`config.mk`:
```
export PLATFORM = sky130hd
export DESIGN_NAME = txcs_regs
export DESIGN_NICKNAME = d
export VERILOG_FILES = /design/src/txcs_pkg.sv /design/src/txcs_pd_timer.sv /design/src/txcs_regs.sv
export SDC_FILE = /design/constraint.sdc
export NUM_CORES = 1
export LEC_CHECK = 0
export ABC_AREA = 0
export BUFFER_PORTS_ARGS = -buffer_cell sky130_fd_sc_hd__buf_4
export CELL_PAD_IN_SITES_DETAIL_PLACEMENT = 0
export CELL_PAD_IN_SITES_GLOBAL_PLACEMENT = 1
export CORE_MARGIN = 1
export CORE_UTILIZATION = 31
export CTS_BUF_LIST = sky130_fd_sc_hd__clkbuf_2 sky130_fd_sc_hd__clkbuf_4 sky130_fd_sc_hd__clkbuf_8
export CTS_CLUSTER_DIAMETER = 50
export CTS_CLUSTER_SIZE = 25
export DETAILED_ROUTE_END_ITERATION = 8
export GPL_ROUTABILITY_DRIVEN = 0
export PLACE_DENSITY_LB_ADDON = 0.1
export SLEW_MARGIN = 5
export SYNTH_ARGS = -nofsm -noshare
export SYNTH_HDL_FRONTEND = slang
export SYNTH_SLANG_ARGS = --single-unit
```
`constraint.sdc`:
```
create_clock -name core_clk -period 2 [get_ports core_clk]
set_clock_uncertainty 0.2 [all_clocks]
set_input_delay 0.2 -clock core_clk [delete_from_list [all_inputs] [get_ports core_clk]]
set_output_delay 0.2 -clock core_clk [all_outputs]
set_load 0.005 [all_outputs]
```
`src/txcs_pkg.sv`:
```
/*
 Package for the transmitter control and status register slice.
 Holds register indices, field positions, reset values and timing constants.
 Assumes a single 32 MHz crystal-derived core clock domain.
*/
package txcs_pkg;
	localparam logic [7:0] TXCS_ADDR_STATUS   = 8'h14;
	localparam logic [7:0] TXCS_ADDR_CONTROL  = 8'h15;
	localparam logic [7:0] TXCS_ADDR_CHECKSUM = 8'h16;
	localparam logic [7:0] TXCS_CONTROL_RESET  = 8'h00;
	localparam logic [7:0] TXCS_CHECKSUM_RESET = 8'h00;
	localparam int TXCS_BIT_PLL_LOST   = 0;
	localparam int TXCS_BIT_VCO_ERR    = 1;
	localparam int TXCS_BIT_UNDERVOLT  = 2;
	localparam int TXCS_BIT_OSC_OK     = 3;
	localparam int TXCS_CNT_LSB        = 4;
	localparam int TXCS_BIT_PLL_STBY   = 0;
	localparam int TXCS_INTERFACE_SELECT_LSB      = 3;
	localparam int TXCS_BIT_FS_OFF     = 5;
	localparam int TXCS_BIT_CK_TRI     = 6;
	localparam int TXCS_BIT_FAST_PD    = 7;
	localparam logic [7:0] TXCS_CONTROL_RW_MASK = 8'h79;
	localparam logic [1:0] TXCS_IF_INVALID = 2'h3;
	// Enable-low hold time before slow powerdown, in crystal clock cycles.
	localparam int TXCS_PD_HOLD_LOG2   = 18;
	localparam int TXCS_PD_HOLD_CYCLES = 1 << TXCS_PD_HOLD_LOG2;
	typedef enum logic [1:0] {
		TXCS_OSC_ACTIVE = 2'b00,
		TXCS_PLL_STBY   = 2'b01
	} txcs_mode_e;
endpackage

```
`src/txcs_pd_timer.sv`:
```
/*
 Enable-low hold timer for slow powerdown entry.
 Assumes enable_low is already synchronised to core_clk.
*/
`timescale 1ns/1ns
module txcs_pd_timer
	import txcs_pkg::*;
#(
	parameter int HOLD_CYCLES = TXCS_PD_HOLD_CYCLES
) (
	input  wire logic core_clk,
	input  wire logic reset,
	input  wire logic enable_low,
	output logic      expired
);
	localparam int W = $clog2(HOLD_CYCLES + 1);
	// A hold of zero would expire at once and defeat the slow powerdown delay.
	if (HOLD_CYCLES < 1) begin : g_hold_check
		$error("HOLD_CYCLES must be at least one");
	end

	logic [W-1:0] cnt_q;
	logic [W-1:0] cnt_d;

	// Counting restarts on any high sample, so only a continuous low period expires.
	always_comb begin
		cnt_d = cnt_q;
		if (!enable_low)
			cnt_d = '0;
		else if (cnt_q != W'(HOLD_CYCLES))
			cnt_d = cnt_q + W'(1);
	end

	always_ff @(posedge core_clk) begin
		if (reset)
			cnt_q <= '0;
		else
			cnt_q <= cnt_d;
	end

	assign expired = (cnt_q == W'(HOLD_CYCLES));
endmodule

```
`src/txcs_regs.sv`:
```
/*
 Control and status registers of the transmitter: status flags with entry
 counter, transmitter control and serial checksum, plus powerdown request.
 Assumes a serial front end delivers decoded register accesses and every
 address or data byte on core_clk, and analog monitors give synchronous pulses
 except the enable pin, which is sampled through two flip-flops here.
*/
// Functional notes
// Status bit 3 shows crystal amplitude check, 1 meaning sufficient.
// Status bit 2 is the sticky under-voltage flag.
// Status bit 1 is the sticky VCO calibration error flag.
// Status bit 0 is the sticky PLL loss-of-lock flag.
// Slow select: powerdown after enable held low for 2^18 clocks.
// Fast select: powerdown immediately when enable goes low.
// Control bit 6 set puts the clock output pin in high impedance.
// Control bit 5 set disables the fail-safe function.
// Two-bit field selects serial mode and data pin; 11b never written.
// Writing standby request 1 in oscillator-active mode enters PLL standby.
// Writing standby request 0 in PLL standby returns to oscillator-active.
// Checksum holds XOR of all serial address and data bytes.
// Fast select is write-only; other control bits read back; reset zero.
// Status bits 7:4 count transmitter-active entries, wrapping at overflow.
// Reading the checksum clears it to zero.
// Error flags stay set until a status read clears them.
`timescale 1ns/1ns
module txcs_regs
	import txcs_pkg::*;
#(
	parameter int PD_HOLD_CYCLES = TXCS_PD_HOLD_CYCLES
) (
	input  wire logic       core_clk,
	input  wire logic       reset,
	input  wire logic       reg_wr,
	input  wire logic       reg_rd,
	input  wire logic [7:0] reg_addr,
	input  wire logic [7:0] reg_wdata,
	output logic      [7:0] reg_rdata,
	input  wire logic       byte_valid,
	input  wire logic [7:0] byte_data,
	input  wire logic       osc_amplitude_ok,
	input  wire logic       undervoltage_evt,
	input  wire logic       vco_cal_error_evt,
	input  wire logic       pll_lock_lost_evt,
	input  wire logic       tx_active_entry,
	input  wire logic       enable_pin,
	output logic            powerdown_req,
	output logic            clock_out_tristate,
	output logic            failsafe_disable,
	output logic      [1:0] interface_select,
	output logic            pll_standby
);
	logic       flags_ok_q, uv_q, vco_q, pll_q;
	logic       uv_d, vco_d, pll_d;
	logic [3:0] cnt_q, cnt_d;
	logic [7:0] ctrl_q, ctrl_d;
	logic [7:0] sum_q, sum_d;
	logic [7:0] rdata_q, rdata_d;
	txcs_mode_e mode_q, mode_d;
	logic       en_s1_q, en_s2_q, en_prev_q;
	logic       pd_q, pd_d;
	logic       slow_expired;
	logic       wr_ctrl, rd_stat, rd_sum;

	assign wr_ctrl = reg_wr && (reg_addr == TXCS_ADDR_CONTROL);
	assign rd_stat = reg_rd && (reg_addr == TXCS_ADDR_STATUS);
	assign rd_sum  = reg_rd && (reg_addr == TXCS_ADDR_CHECKSUM);

	// Sticky flags; an event in the clearing read cycle wins over the clear.
	always_comb begin
		uv_d  = (uv_q  && !rd_stat) || undervoltage_evt;
		vco_d = (vco_q && !rd_stat) || vco_cal_error_evt;
		pll_d = (pll_q && !rd_stat) || pll_lock_lost_evt;
		cnt_d = tx_active_entry ? cnt_q + 4'h1 : cnt_q;
	end

	// Control register; the invalid interface code is kept out of the field.
	always_comb begin
		ctrl_d = ctrl_q;
		if (wr_ctrl) begin
			ctrl_d = reg_wdata & (TXCS_CONTROL_RW_MASK | 8'h80);
			if (reg_wdata[TXCS_INTERFACE_SELECT_LSB+:2] == TXCS_IF_INVALID)
				ctrl_d[TXCS_INTERFACE_SELECT_LSB+:2] = ctrl_q[TXCS_INTERFACE_SELECT_LSB+:2];
		end
	end

	// Mode follows the standby request bit, only on writes.
	always_comb begin
		mode_d = mode_q;
		if (wr_ctrl) begin
			if (mode_q == TXCS_OSC_ACTIVE && reg_wdata[TXCS_BIT_PLL_STBY])
				mode_d = TXCS_PLL_STBY;
			else if (mode_q == TXCS_PLL_STBY && !reg_wdata[TXCS_BIT_PLL_STBY])
				mode_d = TXCS_OSC_ACTIVE;
		end
	end

	// Checksum; a byte arriving with the clearing read starts the new sum.
	always_comb begin
		sum_d = rd_sum ? 8'h00 : sum_q;
		if (byte_valid)
			sum_d = sum_d ^ byte_data;
	end

	// Read mux; the write-only fast-select bit reads as zero.
	always_comb begin
		rdata_d = 8'h00;
		if (rd_stat)
			rdata_d = {cnt_q, flags_ok_q, uv_q, vco_q, pll_q};
		else if (reg_rd && reg_addr == TXCS_ADDR_CONTROL)
			rdata_d = ctrl_q & TXCS_CONTROL_RW_MASK;
		else if (rd_sum)
			rdata_d = sum_q;
	end

	// Powerdown: fast on the falling edge, slow after a continuous low hold.
	always_comb begin
		pd_d = pd_q;
		if (en_s2_q)
			pd_d = 1'b0;
		else if (ctrl_q[TXCS_BIT_FAST_PD] && en_prev_q)
			pd_d = 1'b1;
		else if (!ctrl_q[TXCS_BIT_FAST_PD] && slow_expired)
			pd_d = 1'b1;
	end

	txcs_pd_timer #(
		.HOLD_CYCLES (PD_HOLD_CYCLES)
	) u_pd_timer (
		.core_clk   (core_clk),
		.reset      (reset),
		.enable_low (!en_s2_q),
		.expired    (slow_expired)
	);

	// State registers.
	always_ff @(posedge core_clk) begin
		if (reset) begin
			flags_ok_q <= 1'b0;
			uv_q       <= 1'b0;
			vco_q      <= 1'b0;
			pll_q      <= 1'b0;
			cnt_q      <= 4'h0;
			ctrl_q     <= TXCS_CONTROL_RESET;
			sum_q      <= TXCS_CHECKSUM_RESET;
			rdata_q    <= 8'h00;
			mode_q     <= TXCS_OSC_ACTIVE;
			en_s1_q    <= 1'b0;
			en_s2_q    <= 1'b0;
			en_prev_q  <= 1'b0;
			pd_q       <= 1'b0;
		end else begin
			flags_ok_q <= osc_amplitude_ok;
			uv_q       <= uv_d;
			vco_q      <= vco_d;
			pll_q      <= pll_d;
			cnt_q      <= cnt_d;
			ctrl_q     <= ctrl_d;
			sum_q      <= sum_d;
			rdata_q    <= rdata_d;
			mode_q     <= mode_d;
			en_s1_q    <= enable_pin;
			en_s2_q    <= en_s1_q;
			en_prev_q  <= en_s2_q;
			pd_q       <= pd_d;
		end
	end

	assign reg_rdata          = rdata_q;
	assign powerdown_req      = pd_q;
	assign clock_out_tristate = ctrl_q[TXCS_BIT_CK_TRI];
	assign failsafe_disable   = ctrl_q[TXCS_BIT_FS_OFF];
	assign interface_select   = ctrl_q[TXCS_INTERFACE_SELECT_LSB+:2];
	assign pll_standby        = (mode_q == TXCS_PLL_STBY);
endmodule

```
# ---- Word-level counts from Yosys, hierarchy flattened
# Index checks and enable logic that the tools add are counted.
dict set report totals {
  reg_bits 55
  inputBits 35
  out_inout_bits 14
  elab_cells 58
}
dict set report classes {
  add_sub_neg 2
  eq_ne 7
  n_mux 9
  bitwise_logic 2
  n_reduce_logical 23
}
# operator n
set ops {}
lappend ops {{$mux W8} 5}
lappend ops {{$eq A8 B5 Y1 const B} 3}
lappend ops {{$add A19 B1 Y19 const B} 1}
lappend ops {{$eq A19 B19 Y1 const B} 1}
lappend ops {{$ne A19 B19 Y1 const B} 1}
lappend ops {{$logic_and A1 B1 Y1} 11}
lappend ops {{$xor A8 B8 Y8} 1}
lappend ops {{$add A4 B1 Y4 const B} 1}
lappend ops {{$mux W2} 2}
lappend ops {{$reduce_and A2 Y1} 2}
lappend ops {{$reduce_bool A2 Y1} 2}
lappend ops {{$logic_not A1 Y1} 3}
lappend ops {{$logic_or A1 B1 Y1} 3}
lappend ops {{$eq A2 B1 Y1 const B} 1}
lappend ops {{$eq A2 B2 Y1 const B} 1}
lappend ops {{$logic_not A2 Y1} 1}
lappend ops {{$mux W1} 2}
lappend ops {{$reduce_or A2 Y1} 1}
lappend ops {{$not A1 Y1} 1}

# ---- Logic depth before layout (Yosys ltp)
# Gate-level depths: netlist of run 1.
dict set report depth {
  depth_word 5
  ltp_mapped 6
  mapped_depth_nobuf 6
}

# ---- Modules after synthesis
# Synthesis of run 1 repeated with hierarchy kept, for this count alone.
dict set report unflattened {
  hier_cells 294
  hier_area_um2 2653.8
}
# mod instances cells_per_inst area_each_um2 seq_area_each_um2
set by_module_without_submodules {}
lappend by_module_without_submodules {txcs_regs 1 181 1694.1 700.7}
lappend by_module_without_submodules {txcs_pd_timer 1 113 959.7 380.4}

# ---- Least setup slack after synthesis of run 1
# Ideal clock, no wire load.
dict set report synth_timing {
  path_type {reg-to-reg}
  from {register u_pd_timer.cnt_q[0]}
  to {register u_pd_timer.cnt_q[18]}
  setup_ps 135
  t_arrival_ps 1232
  required_time_ps 1665
  setup_slack_ps 433
  stages_incl_launch_ff 6
  n_path_buf 0
  synth_period_minus_slack_ps 1567
  cell_sequence {dfxtp_1 > ha_1 > nand4_1 > nor4_4 > a31o_1 > a21oi_1}
}
dict set report synth_via {
  elab_chain_cells 1
  elab_cells_between_ends 2
  classes_between {add/sub (1); eq/ne (1)}
}
# item line_no
set synth_rtl {}
lappend synth_rtl {{start: declaration} txcs_pd_timer.sv:22} ;# logic [W-1:0] cnt_q;
lappend synth_rtl {{start signal: assignment} txcs_pd_timer.sv:38} ;# cnt_q <= cnt_d;
lappend synth_rtl {{$add A19 B1 Y19 / $ne A19 B19 Y1 (equally long branches)} {txcs_pd_timer.sv:31, txcs_pd_timer.sv:30}}
# Parallel ways exist; a longest one is shown, timed or not.
# A chain may end at the register's enable or synchronous reset.

# ---- Final worst setup path of run 1
dict set report layout_timing {
  from {register u_pd_timer.cnt_q[0]}
  to {register u_pd_timer.cnt_q[2]}
}
# Same word-level chain as after synthesis.

==> impl_metrics.yaml, run 1 <==
run_status:
  outcome: "completed"
clock_network:
  cts_root_buffer: "clkbuf_8"
  clockBufferDepth: 2
  cts_tree: "yes"
  cts_hold_buf: 17
  cts_buffers: 5
  clk_pin_slew_ns: 0.10
  post-cts-setup-buffer-count: 0
  clk_latency_ns: 0.31
  cts_resized: 0
  cts_max_level: 2
  cts_sinks: 54
synthesis:
  ys_seq_elements: 54
  synthMostInstantiatedCell: "dfxtp_1"
  yosysWarnings: 0
  synth_edf_count: 0
  synth_top_cell_by_area: "dfxtp_1"
  syn_inst: 265
  async_flop_share_pct: 0
  ys_types: 48
  syn_area_um2: 2460
  synth_nets: 304
  synthFlopType: "dfxtp_1"
  yosys.area.top_type_share_pct: 43.9
  synth_area_leaders: "dfxtp_1 44%, nor2_1 6.1%, mux2i_1 5.3%, a21oi_1 4.5%, nand3_1 4.1%"
  ys_seq_area_share_pct: 43.9
  syn_avg_cell_area_um2: 9.28
  synth_commonest_cells: "54 x dfxtp_1, 40 x nor2_1, 22 x a21oi_1"
timing:
  slew_headroom_pct: 71.4
  setup_tns_ns: 0
  maxSlewViolCount: 0
  hold_violations: 0
  period_share_pct: 90.6
  max_freq_mhz: 552
  fin_crit_ns: 1.81
  setup_viol: 0
  postLayoutSetupSlackWorst_ns: 0.188
  rsz0062_at_grt: "no"
  tightest_slew_ns: 0.425
  holdWs_ns: 0.00824
floorplanning:
  chipWidth_um: 91.1
  core.rowCount: 32
  initial_core_util_pct: 32.0
  dieArea_um2: 8300
  io_pins: 49
  core_area_um2: 7690
  die_y_um: 91.1
routing:
  drt-wirelength-per-cell_um: 12.7
  num_vias: 2006
  drc_errors: 0
  drt_iter0_drc: 59
  vias_per_cell: 4.68
  ant_nets: 0
  first_pass_iters: 4
  routed_wl_um: 5460
min_path:
  hp-start: "byte_data[4]"
  whs_endpoint: "sum_q[4]$_SDFF_PP0_"
  hp-class: "primary input to flip-flop"
  timing.hold.worst_path_depth: 4
cells_and_area:
  register_area_um2: 1080
  fin_nets: 365
  stdcell_count: 429
  multi_input_area_um2: 1290
  area_growth_pct: 28.3
  antenna_cells: 0
  fill_cells: 805
  drive_above_1_share_pct: 21.7
critical_path:
  reg2reg_depth: 6
  crit_path_start_kind: "flip-flop"
  r2r-end: "u_pd_timer.cnt_q[2]$_SDFFE_PP0N_"
  critPathArrivalTime_ns: 1.80
  cp_top_family: "simple AND/OR/NAND/NOR gates"
  path_buf_inv: 1
  critical_path_required_ns: 1.99
  path_cells: "inv_1, ha_1, nor4b_1, nand3_1, nor2_1, o22ai_1"
  critPathMaxFanout: 6
  cpPeakStageDelay_ns: 0.37
  regToRegSetupSlack_ns: 0.19
  worstSetupEndpointType: "flip-flop"
  worstSetupPathType: "flip-flop to flip-flop"
  crit_slowest_cell: "dfxtp_1"
  rr_startpoint: "u_pd_timer.cnt_q[0]$_SDFFE_PP0N_"
power_and_ir_drop:
  power_w: 0.00198
  ir_drop_mv: 0.274
  power_density_nw_per_um2: 629
  power.leakage_nw: 1.29
placed_design:
  placed_cells: 404
  dp_slack_ns: 0.174
  dp_hpwl_um: 3930
  io_buffers: 46
global_route:
  grt_max_degree: 30
  antenna_found_initial: 0
  track_usage_pct: 14.2
  grt-ovfl-total: 0
  grt_pass1_wl_um: 9400
  grt_pass1_vias: 1888
flow_run:
  drv_cap: 0
## layout make-up
| type | count | share of cell area (%) |
|---|---|---|
| inverter | 8 | 0.952 |
| clock inverter | 1 | 0.159 |
| clock buffer | 7 | 2.85 |
| multi-input combinational | 192 | 40.9 |
| sequential | 54 | 34.3 |
| timing repair buffer | 65 | 16.8 |
| tap | 102 | 4.04 |
## worst max path at each step
stage | slack, ns | to | from | cells past startpoint
CTS | 0.16 | u_pd_timer.cnt_q[2]$_SDFFE_PP0N_ | u_pd_timer.cnt_q[0]$_SDFFE_PP0N_ | 6
global route | 0.01 | u_pd_timer.cnt_q[2]$_SDFFE_PP0N_ | u_pd_timer.cnt_q[0]$_SDFFE_PP0N_ | 6
detailed placement | 0.17 | u_pd_timer.cnt_q[2]$_SDFFE_PP0N_ | u_pd_timer.cnt_q[0]$_SDFFE_PP0N_ | 6
finish | 0.19 | u_pd_timer.cnt_q[2]$_SDFFE_PP0N_ | u_pd_timer.cnt_q[0]$_SDFFE_PP0N_ | 6
global placement | 0.24 | u_pd_timer.cnt_q[2]$_SDFFE_PP0N_ | u_pd_timer.cnt_q[0]$_SDFFE_PP0N_ | 6
floorplan | 0.43 | u_pd_timer.cnt_q[18]$_SDFFE_PP0N_ | u_pd_timer.cnt_q[0]$_SDFFE_PP0N_ | 5
## registers in the layout, indices dropped and copies added (netlist names)
signal,cells
flags_ok_q,1
u_pd_timer.cnt_q,19
en_prev_q,1
pll_q,1
mode_q,1
en_s1_q,1
vco_q,1
reg_rdata,8
sum_q,8
uv_q,1
en_s2_q,1
cnt_q,4
powerdown_req,1
ctrl_q,6
## cell families (layout without fill, tap and decap cells)
| logic type | after synthesis | after routing | synth area share [%] |
|---|---|---|---|
| xor gates and xnor gates | 16 | 16 | 5.70 |
| and+or+nand+nor | 120 | 120 | 29.6 |
| buffers and inverters | 19 | 81 | 3.56 |
| AOI/OAI and AO/OA | 39 | 39 | 9.87 |
| adders and majority gates | 4 | 4 | 2.03 |
| DFF | 54 | 54 | 43.9 |
| muxes | 13 | 13 | 5.29 |
## worst register-to-register path, stage by stage (launching register included)
cell	delay [ns]
dfxtp_1	0.37
inv_1	0.09
ha_1	0.14
nor4b_1	0.30
nand3_1	0.18
nor2_1	0.28
o22ai_1	0.13
## layout by cell type, fill, tap and decap left out, types with 2 or more instances in the layout
cell,count
nor3_2,2
nor4b_1,2
nand4_4,3
xor2_1,10
dlygate4sd3_1,17
clkbuf_8,6
o221a_1,2
nor2b_1,4
xnor2_1,6
nor4_2,4
mux2i_1,13
ha_1,4
inv_1,8
nand2_1,12
a21oi_1,22
nand4_1,8
dfxtp_1,54
nand3_1,20
buf_4,48
a21o_1,8
nor3_1,7
nor2_1,40
and3_1,2
## power by group
group	switching [W]	internal [W]	total, W
registers	0.0000237	0.00110	0.00113
logic	0.0000913	0.000112	0.000203
clock network	0.000360	0.000294	0.000654
## metrics by stage
step | cell area (um2) | utilization [%]
2_1_floorplan | 2460 | -
3_3_place_gp | 2890 | 37.6
3_5_place_dp | 2890 | 37.6
4_1_cts | 3160 | 41.0
5_1_grt | 3160 | 41.0
6_report | 3160 | 41.0
## layer usage
layer | up-vias | global-route usage (%) | wire, um
li1 | 1053 | - | -
met5 | - | 0 | 0
met1 | 913 | 20.3 | 2840
met2 | 33 | 21.0 | 2370
met3 | 7 | 3.52 | 187
met4 | 0 | 4.37 | 72
(Power assumes the default switching activity.)
==> run 2: changes to the inputs <==
Clock period 2 ns to 2.3 ns, I/O delays scaled along.
==> impl_metrics.yaml, run 2 (same netlist as run 1, synthesis figures left out) <==
run_status:
  outcome: "completed"
floorplanning:
  core_area_um2: 7690
  initial_core_util_pct: 32.0
  die_y_um: 91.1
  chipWidth_um: 91.1
  dieArea_um2: 8300
  io_pins: 49
  core.rowCount: 32
timing:
  hold_violations: 0
  holdWs_ns: 0.0141
  setup_viol: 0
  period_share_pct: 79.1
  tightest_slew_ns: 0.483
  rsz0062_at_grt: "no"
  max_freq_mhz: 550
  slew_headroom_pct: 67.3
  fin_crit_ns: 1.82
  setup_tns_ns: 0
  maxSlewViolCount: 0
min_path:
  hp-start: "byte_data[6]"
  whs_endpoint: "sum_q[6]$_SDFF_PP0_"
  timing.hold.worst_path_depth: 4
  hp-class: "primary input to flip-flop"
clock_network:
  post-cts-setup-buffer-count: 0
  cts_max_level: 2
  clk_latency_ns: 0.31
  clockBufferDepth: 2
  cts_buffers: 5
  cts_hold_buf: 12
  cts_sinks: 54
  cts_tree: "yes"
  cts_resized: 0
  clk_pin_slew_ns: 0.10
  cts_root_buffer: "clkbuf_8"
critical_path:
  critPathMaxFanout: 6
  critPathArrivalTime_ns: 1.80
  critical_path_required_ns: 2.28
  crit_path_start_kind: "flip-flop"
  regToRegSetupSlack_ns: 0.48
  worstSetupEndpointType: "flip-flop"
  r2r-end: "u_pd_timer.cnt_q[2]$_SDFFE_PP0N_"
  reg2reg_depth: 6
  rr_startpoint: "u_pd_timer.cnt_q[0]$_SDFFE_PP0N_"
  worstSetupPathType: "flip-flop to flip-flop"
power_and_ir_drop:
  power_density_nw_per_um2: 567
  power.leakage_nw: 1.28
  ir_drop_mv: 0.238
routing:
  ant_nets: 0
  first_pass_iters: 4
  routed_wl_um: 5460
  drt_iter0_drc: 58
  drt-wirelength-per-cell_um: 12.9
  num_vias: 1991
  vias_per_cell: 4.70
  drc_errors: 0
global_route:
  grt_pass1_vias: 1890
  grt_pass1_wl_um: 9250
  antenna_found_initial: 0
  track_usage_pct: 14.1
  grt-ovfl-total: 0
  grt_max_degree: 30
placed_design:
  io_buffers: 46
  dp_hpwl_um: 3970
cells_and_area:
  area_growth_pct: 26.9
  fin_nets: 360
  largest_reg_flops: 19
  drive_above_1_share_pct: 22.0
  layout_commonest_cell: "dfxtp_1"
  regMostFlops: "u_pd_timer.cnt_q"
  antenna_cells: 0
  mostFrequentLayoutCells: "54 x dfxtp_1, 48 x buf_4, 40 x nor2_1"
flow_run:
  drv_cap: 0
run 2: cell types whose count changed in the layout (fill, tap and decap cells not counted), sizes merged:
cell / change
clkinv: -1
clkbuf: +1
dlygate4sd3: -5
run 2: cell type report:
| class | instances | area (um2) |
|---|---|---|
| clock buffer | 8 | 110 |
| fill | 812 | 4570 |
| inverter | 8 | 30.0 |
| multi-input combinational | 192 | 1290 |
| sequential | 54 | 1080 |
| tap | 102 | 128 |
| timing repair buffer | 60 | 480 |
run 2: worst max path at each step:
stage | end | cells after the start | start
floorplan | u_pd_timer.cnt_q[18]$_SDFFE_PP0N_ | 5 | u_pd_timer.cnt_q[0]$_SDFFE_PP0N_
global route | u_pd_timer.cnt_q[2]$_SDFFE_PP0N_ | 6 | u_pd_timer.cnt_q[0]$_SDFFE_PP0N_
CTS | u_pd_timer.cnt_q[2]$_SDFFE_PP0N_ | 6 | u_pd_timer.cnt_q[0]$_SDFFE_PP0N_
detailed placement | u_pd_timer.cnt_q[2]$_SDFFE_PP0N_ | 6 | u_pd_timer.cnt_q[0]$_SDFFE_PP0N_
finish | u_pd_timer.cnt_q[2]$_SDFFE_PP0N_ | 6 | u_pd_timer.cnt_q[0]$_SDFFE_PP0N_
global placement | u_pd_timer.cnt_q[2]$_SDFFE_PP0N_ | 6 | u_pd_timer.cnt_q[0]$_SDFFE_PP0N_
run 2: power breakdown:
group          switching, W  internal, W  leakage (nW)
clock              0.000314     0.000305        0.0575
sequential        0.0000217     0.000959         0.439
combinational     0.0000783    0.0000915         0.783
run 2: metrics by stage:
stage | cell area (um2) | worst slack [ns] | util (%) | std cells | total power, W
after floorplan | 2460 | 0.733 | - | 265 | 0.00108
after global placement | 2890 | 0.503 | 37.6 | 404 | 0.00116
after detailed placement | 2890 | 0.486 | 37.6 | 404 | 0.00116
after CTS | 3120 | 0.472 | 40.6 | 424 | 0.00179
after global routing | 3120 | 0.339 | 40.6 | 424 | 0.00185
final | 3120 | 0.481 | 40.6 | 424 | 0.00177
run 2: metal layers:
metal | track usage, % | routed length (um) | vias to the layer above
li1 | - | - | 1045
met1 | 19.8 | 2920 | 907
met2 | 21.2 | 2260 | 33
met3 | 3.35 | 211 | 6
met4 | 4.76 | 76 | 0
met5 | 0 | 0 | -
run 2: critical path: stages (launching register included):
cell and delay (ns):
dfxtp_1 0.37, inv_1 0.10, ha_1 0.13, nor4b_1 0.31, nand3_1 0.18, nor2_1 0.27, o22ai_1 0.13
==> run 3: changes to the inputs <==
Settings changed: ABC_AREA 0 to 1.
Clock period 2.3 ns to 1.8 ns, I/O delays scaled along.
==> impl_metrics.yaml, run 3 <==
clock_network:
  cts_tree: "yes"
  cts_buffers: 5
  cts_max_level: 2
  clk_pin_slew_ns: 0.10
  post-cts-setup-buffer-count: 0
  cts_root_buffer: "clkbuf_8"
  clockBufferDepth: 2
  cts_sinks: 54
  clk_latency_ns: 0.31
cells_and_area:
  area_growth_pct: 35.8
  antenna_cells: 0
  largest_reg_flops: 19
  drive_above_1_share_pct: 17.1
  mostFrequentLayoutCells: "72 x nand2_1, 56 x buf_4, 53 x nor2_1"
  fin_area_um2: 3350
  fin_nets: 477
  regMostFlops: "u_pd_timer.cnt_q"
  layout_commonest_cell: "nand2_1"
placed_design:
  dp_hpwl_um: 4440
  dp_slack_ns: 0.111
  io_buffers: 46
  placed_area_um2: 2960
power_and_ir_drop:
  pwr-share-seq_pct: 53.3
  net-switching-power_w: 0.000538
  comb_power_share_pct: 10.3
  power_w: 0.00234
  power.leakage_nw: 1.52
  power_frac_clock_pct: 36.4
  ir_drop_mv: 0.358
  switching_share_pct: 22.9
  power_density_nw_per_um2: 699
  p_int_w: 0.00181
critical_path:
  reg2reg_depth: 4
  critPathMaxFanout: 4
  worstSetupEndpointType: "flip-flop"
  path_cells: "ha_1, a21oi_1, nor2_1, dlygate4sd3_1"
  critical_path_required_ns: 1.80
  crit_slowest_cell: "dlygate4sd3_1"
  critPathArrivalTime_ns: 1.70
  cpPeakStageDelay_ns: 0.55
  crit_path_start_kind: "flip-flop"
  worstSetupPathType: "flip-flop to flip-flop"
global_route:
  grt-ovfl-total: 0
  grt-busiest-layer: "met2"
  grt_max_degree: 17
  track_usage_pct: 15.8
  grt_pass1_vias: 2363
  grtUsageMet1_pct: 18.3
  globalRouteMet2Util_pct: 29.4
  met3_usage_pct: 3.02
  grt_pass1_wl_um: 10600
  antenna_found_initial: 0
routing:
  vias_per_cell: 4.50
  first_pass_iters: 4
  drc_errors: 0
  ant_nets: 0
  drt-wirelength-per-cell_um: 11.4
  routed_wl_um: 6150
  drt_iter0_drc: 63
  num_vias: 2436
min_path:
  hp-class: "primary input to flip-flop"
  timing.hold.worst_path_depth: 5
floorplanning:
  chipWidth_um: 91.3
  die_y_um: 91.3
  dieArea_um2: 8330
  core.rowCount: 32
  core_area_um2: 7730
  io_pins: 49
  initial_core_util_pct: 32.0
synthesis:
  yosysWarnings: 0
  ys_seq_elements: 54
  syn_avg_cell_area_um2: 6.84
  syn_inst: 361
  synthFlopType: "dfxtp_1"
  ys_seq_area_share_pct: 43.8
  synth_area_leaders: "dfxtp_1 44%, nand2_1 11%, nor2_1 8.4%, a21oi_1 7.7%, inv_1 7.6%"
  synth_top_cell_by_area: "dfxtp_1"
  synth_nets: 400
  syn_area_um2: 2470
  synth_edf_count: 0
  synth_commonest_cells: "73 x nand2_1, 55 x nor2_1, 54 x dfxtp_1"
  async_flop_share_pct: 0
  yosys.area.top_type_share_pct: 43.8
  synthMostInstantiatedCell: "nand2_1"
  ys_types: 21
flow_run:
  drv_cap: 0
timing:
  setup_tns_ns: 0
  max_freq_mhz: 590
  rsz0062_at_grt: "no"
  period_share_pct: 94.2
  fin_crit_ns: 1.70
  postLayoutSetupSlackWorst_ns: 0.104
  holdWs_ns: 0.0180
  setup_viol: 0
  slew_headroom_pct: 73.9
  hold_violations: 0
  tightest_slew_ns: 0.390
  maxSlewViolCount: 0
run_status:
  outcome: "completed"
## run 3: power groups by stage
stage	clock, W	sequential, W	combinational, W
after floorplan	0	0.00127	0.000107
after global placement	0	0.00127	0.000194
after global routing	0.000934	0.00126	0.000276
after detailed placement	0	0.00128	0.000197
after CTS	0.000898	0.00125	0.000242
final	0.000853	0.00125	0.000241
## run 3: logic make-up after synthesis
logic type	after synthesis	share of synthesized area [%]
flip-flops	54	43.8
AO/OA/AOI/OAI	55	11.2
buffers and inverters	62	10.3
AND/OR/NAND/NOR	185	32.4
adder cells (fa/ha/maj)	4	2.03
XOR/XNOR	1	0.355
## run 3: path summary, 6_finish.rpt
check / from / to / slack, ns
setup / recovery: cnt_q[0]$_SDFFE_PP0P_ / cnt_q[1]$_SDFFE_PP0P_ / 0.10
hold reg to reg: en_s1_q$_SDFF_PP0_ / en_s2_q$_SDFF_PP0_ / 0.22
hold / removal: byte_data[1] / sum_q[1]$_SDFF_PP0_ / 0.02
setup reg to reg: cnt_q[0]$_SDFFE_PP0P_ / cnt_q[1]$_SDFFE_PP0P_ / 0.10
## run 3: area by class of cell
type | count | area, um2
Clock buffer | 7 | 83.8
Multi-Input combinational cell | 245 | 1170
Inverter | 51 | 191
Timing Repair Buffer | 81 | 671
Tap cell | 102 | 128
Clock inverter | 1 | 30.0
Fill cell | 821 | 4370
Sequential cell | 54 | 1080
## run 3: critical path: cells and delay by family (launching register included)
kind	cells	cell delay, ns
and+or+nand+nor	1	0.04
buffers and inverters	1	0.55
adders and majority gates	1	0.25
AOI/OAI and AO/OA	1	0.14
DFF	1	0.41
## run 3: metrics by stage
stage | std cells | util [%]
2_1_floorplan | 361 | -
3_3_place_gp | 508 | 38.2
3_5_place_dp | 508 | 38.2
4_1_cts | 541 | 43.0
5_1_grt | 541 | 43.4
6_report | 541 | 43.4
## run 3: routing by layer
| metal | wire (um) | up-vias |
|---|---|---|
| li1 | - | 1308 |
| met1 | 2870 | 1088 |
| met2 | 3040 | 33 |
| met3 | 151 | 7 |
| met4 | 77 | 0 |
| met5 | 0 | - |
## run 3: what timing repair did
action	in CTS	in global routing
resized for setup	0	9
setup endpoints to repair	0	9
hold buffers	25	0
endpoints found under the hold margin	23	0
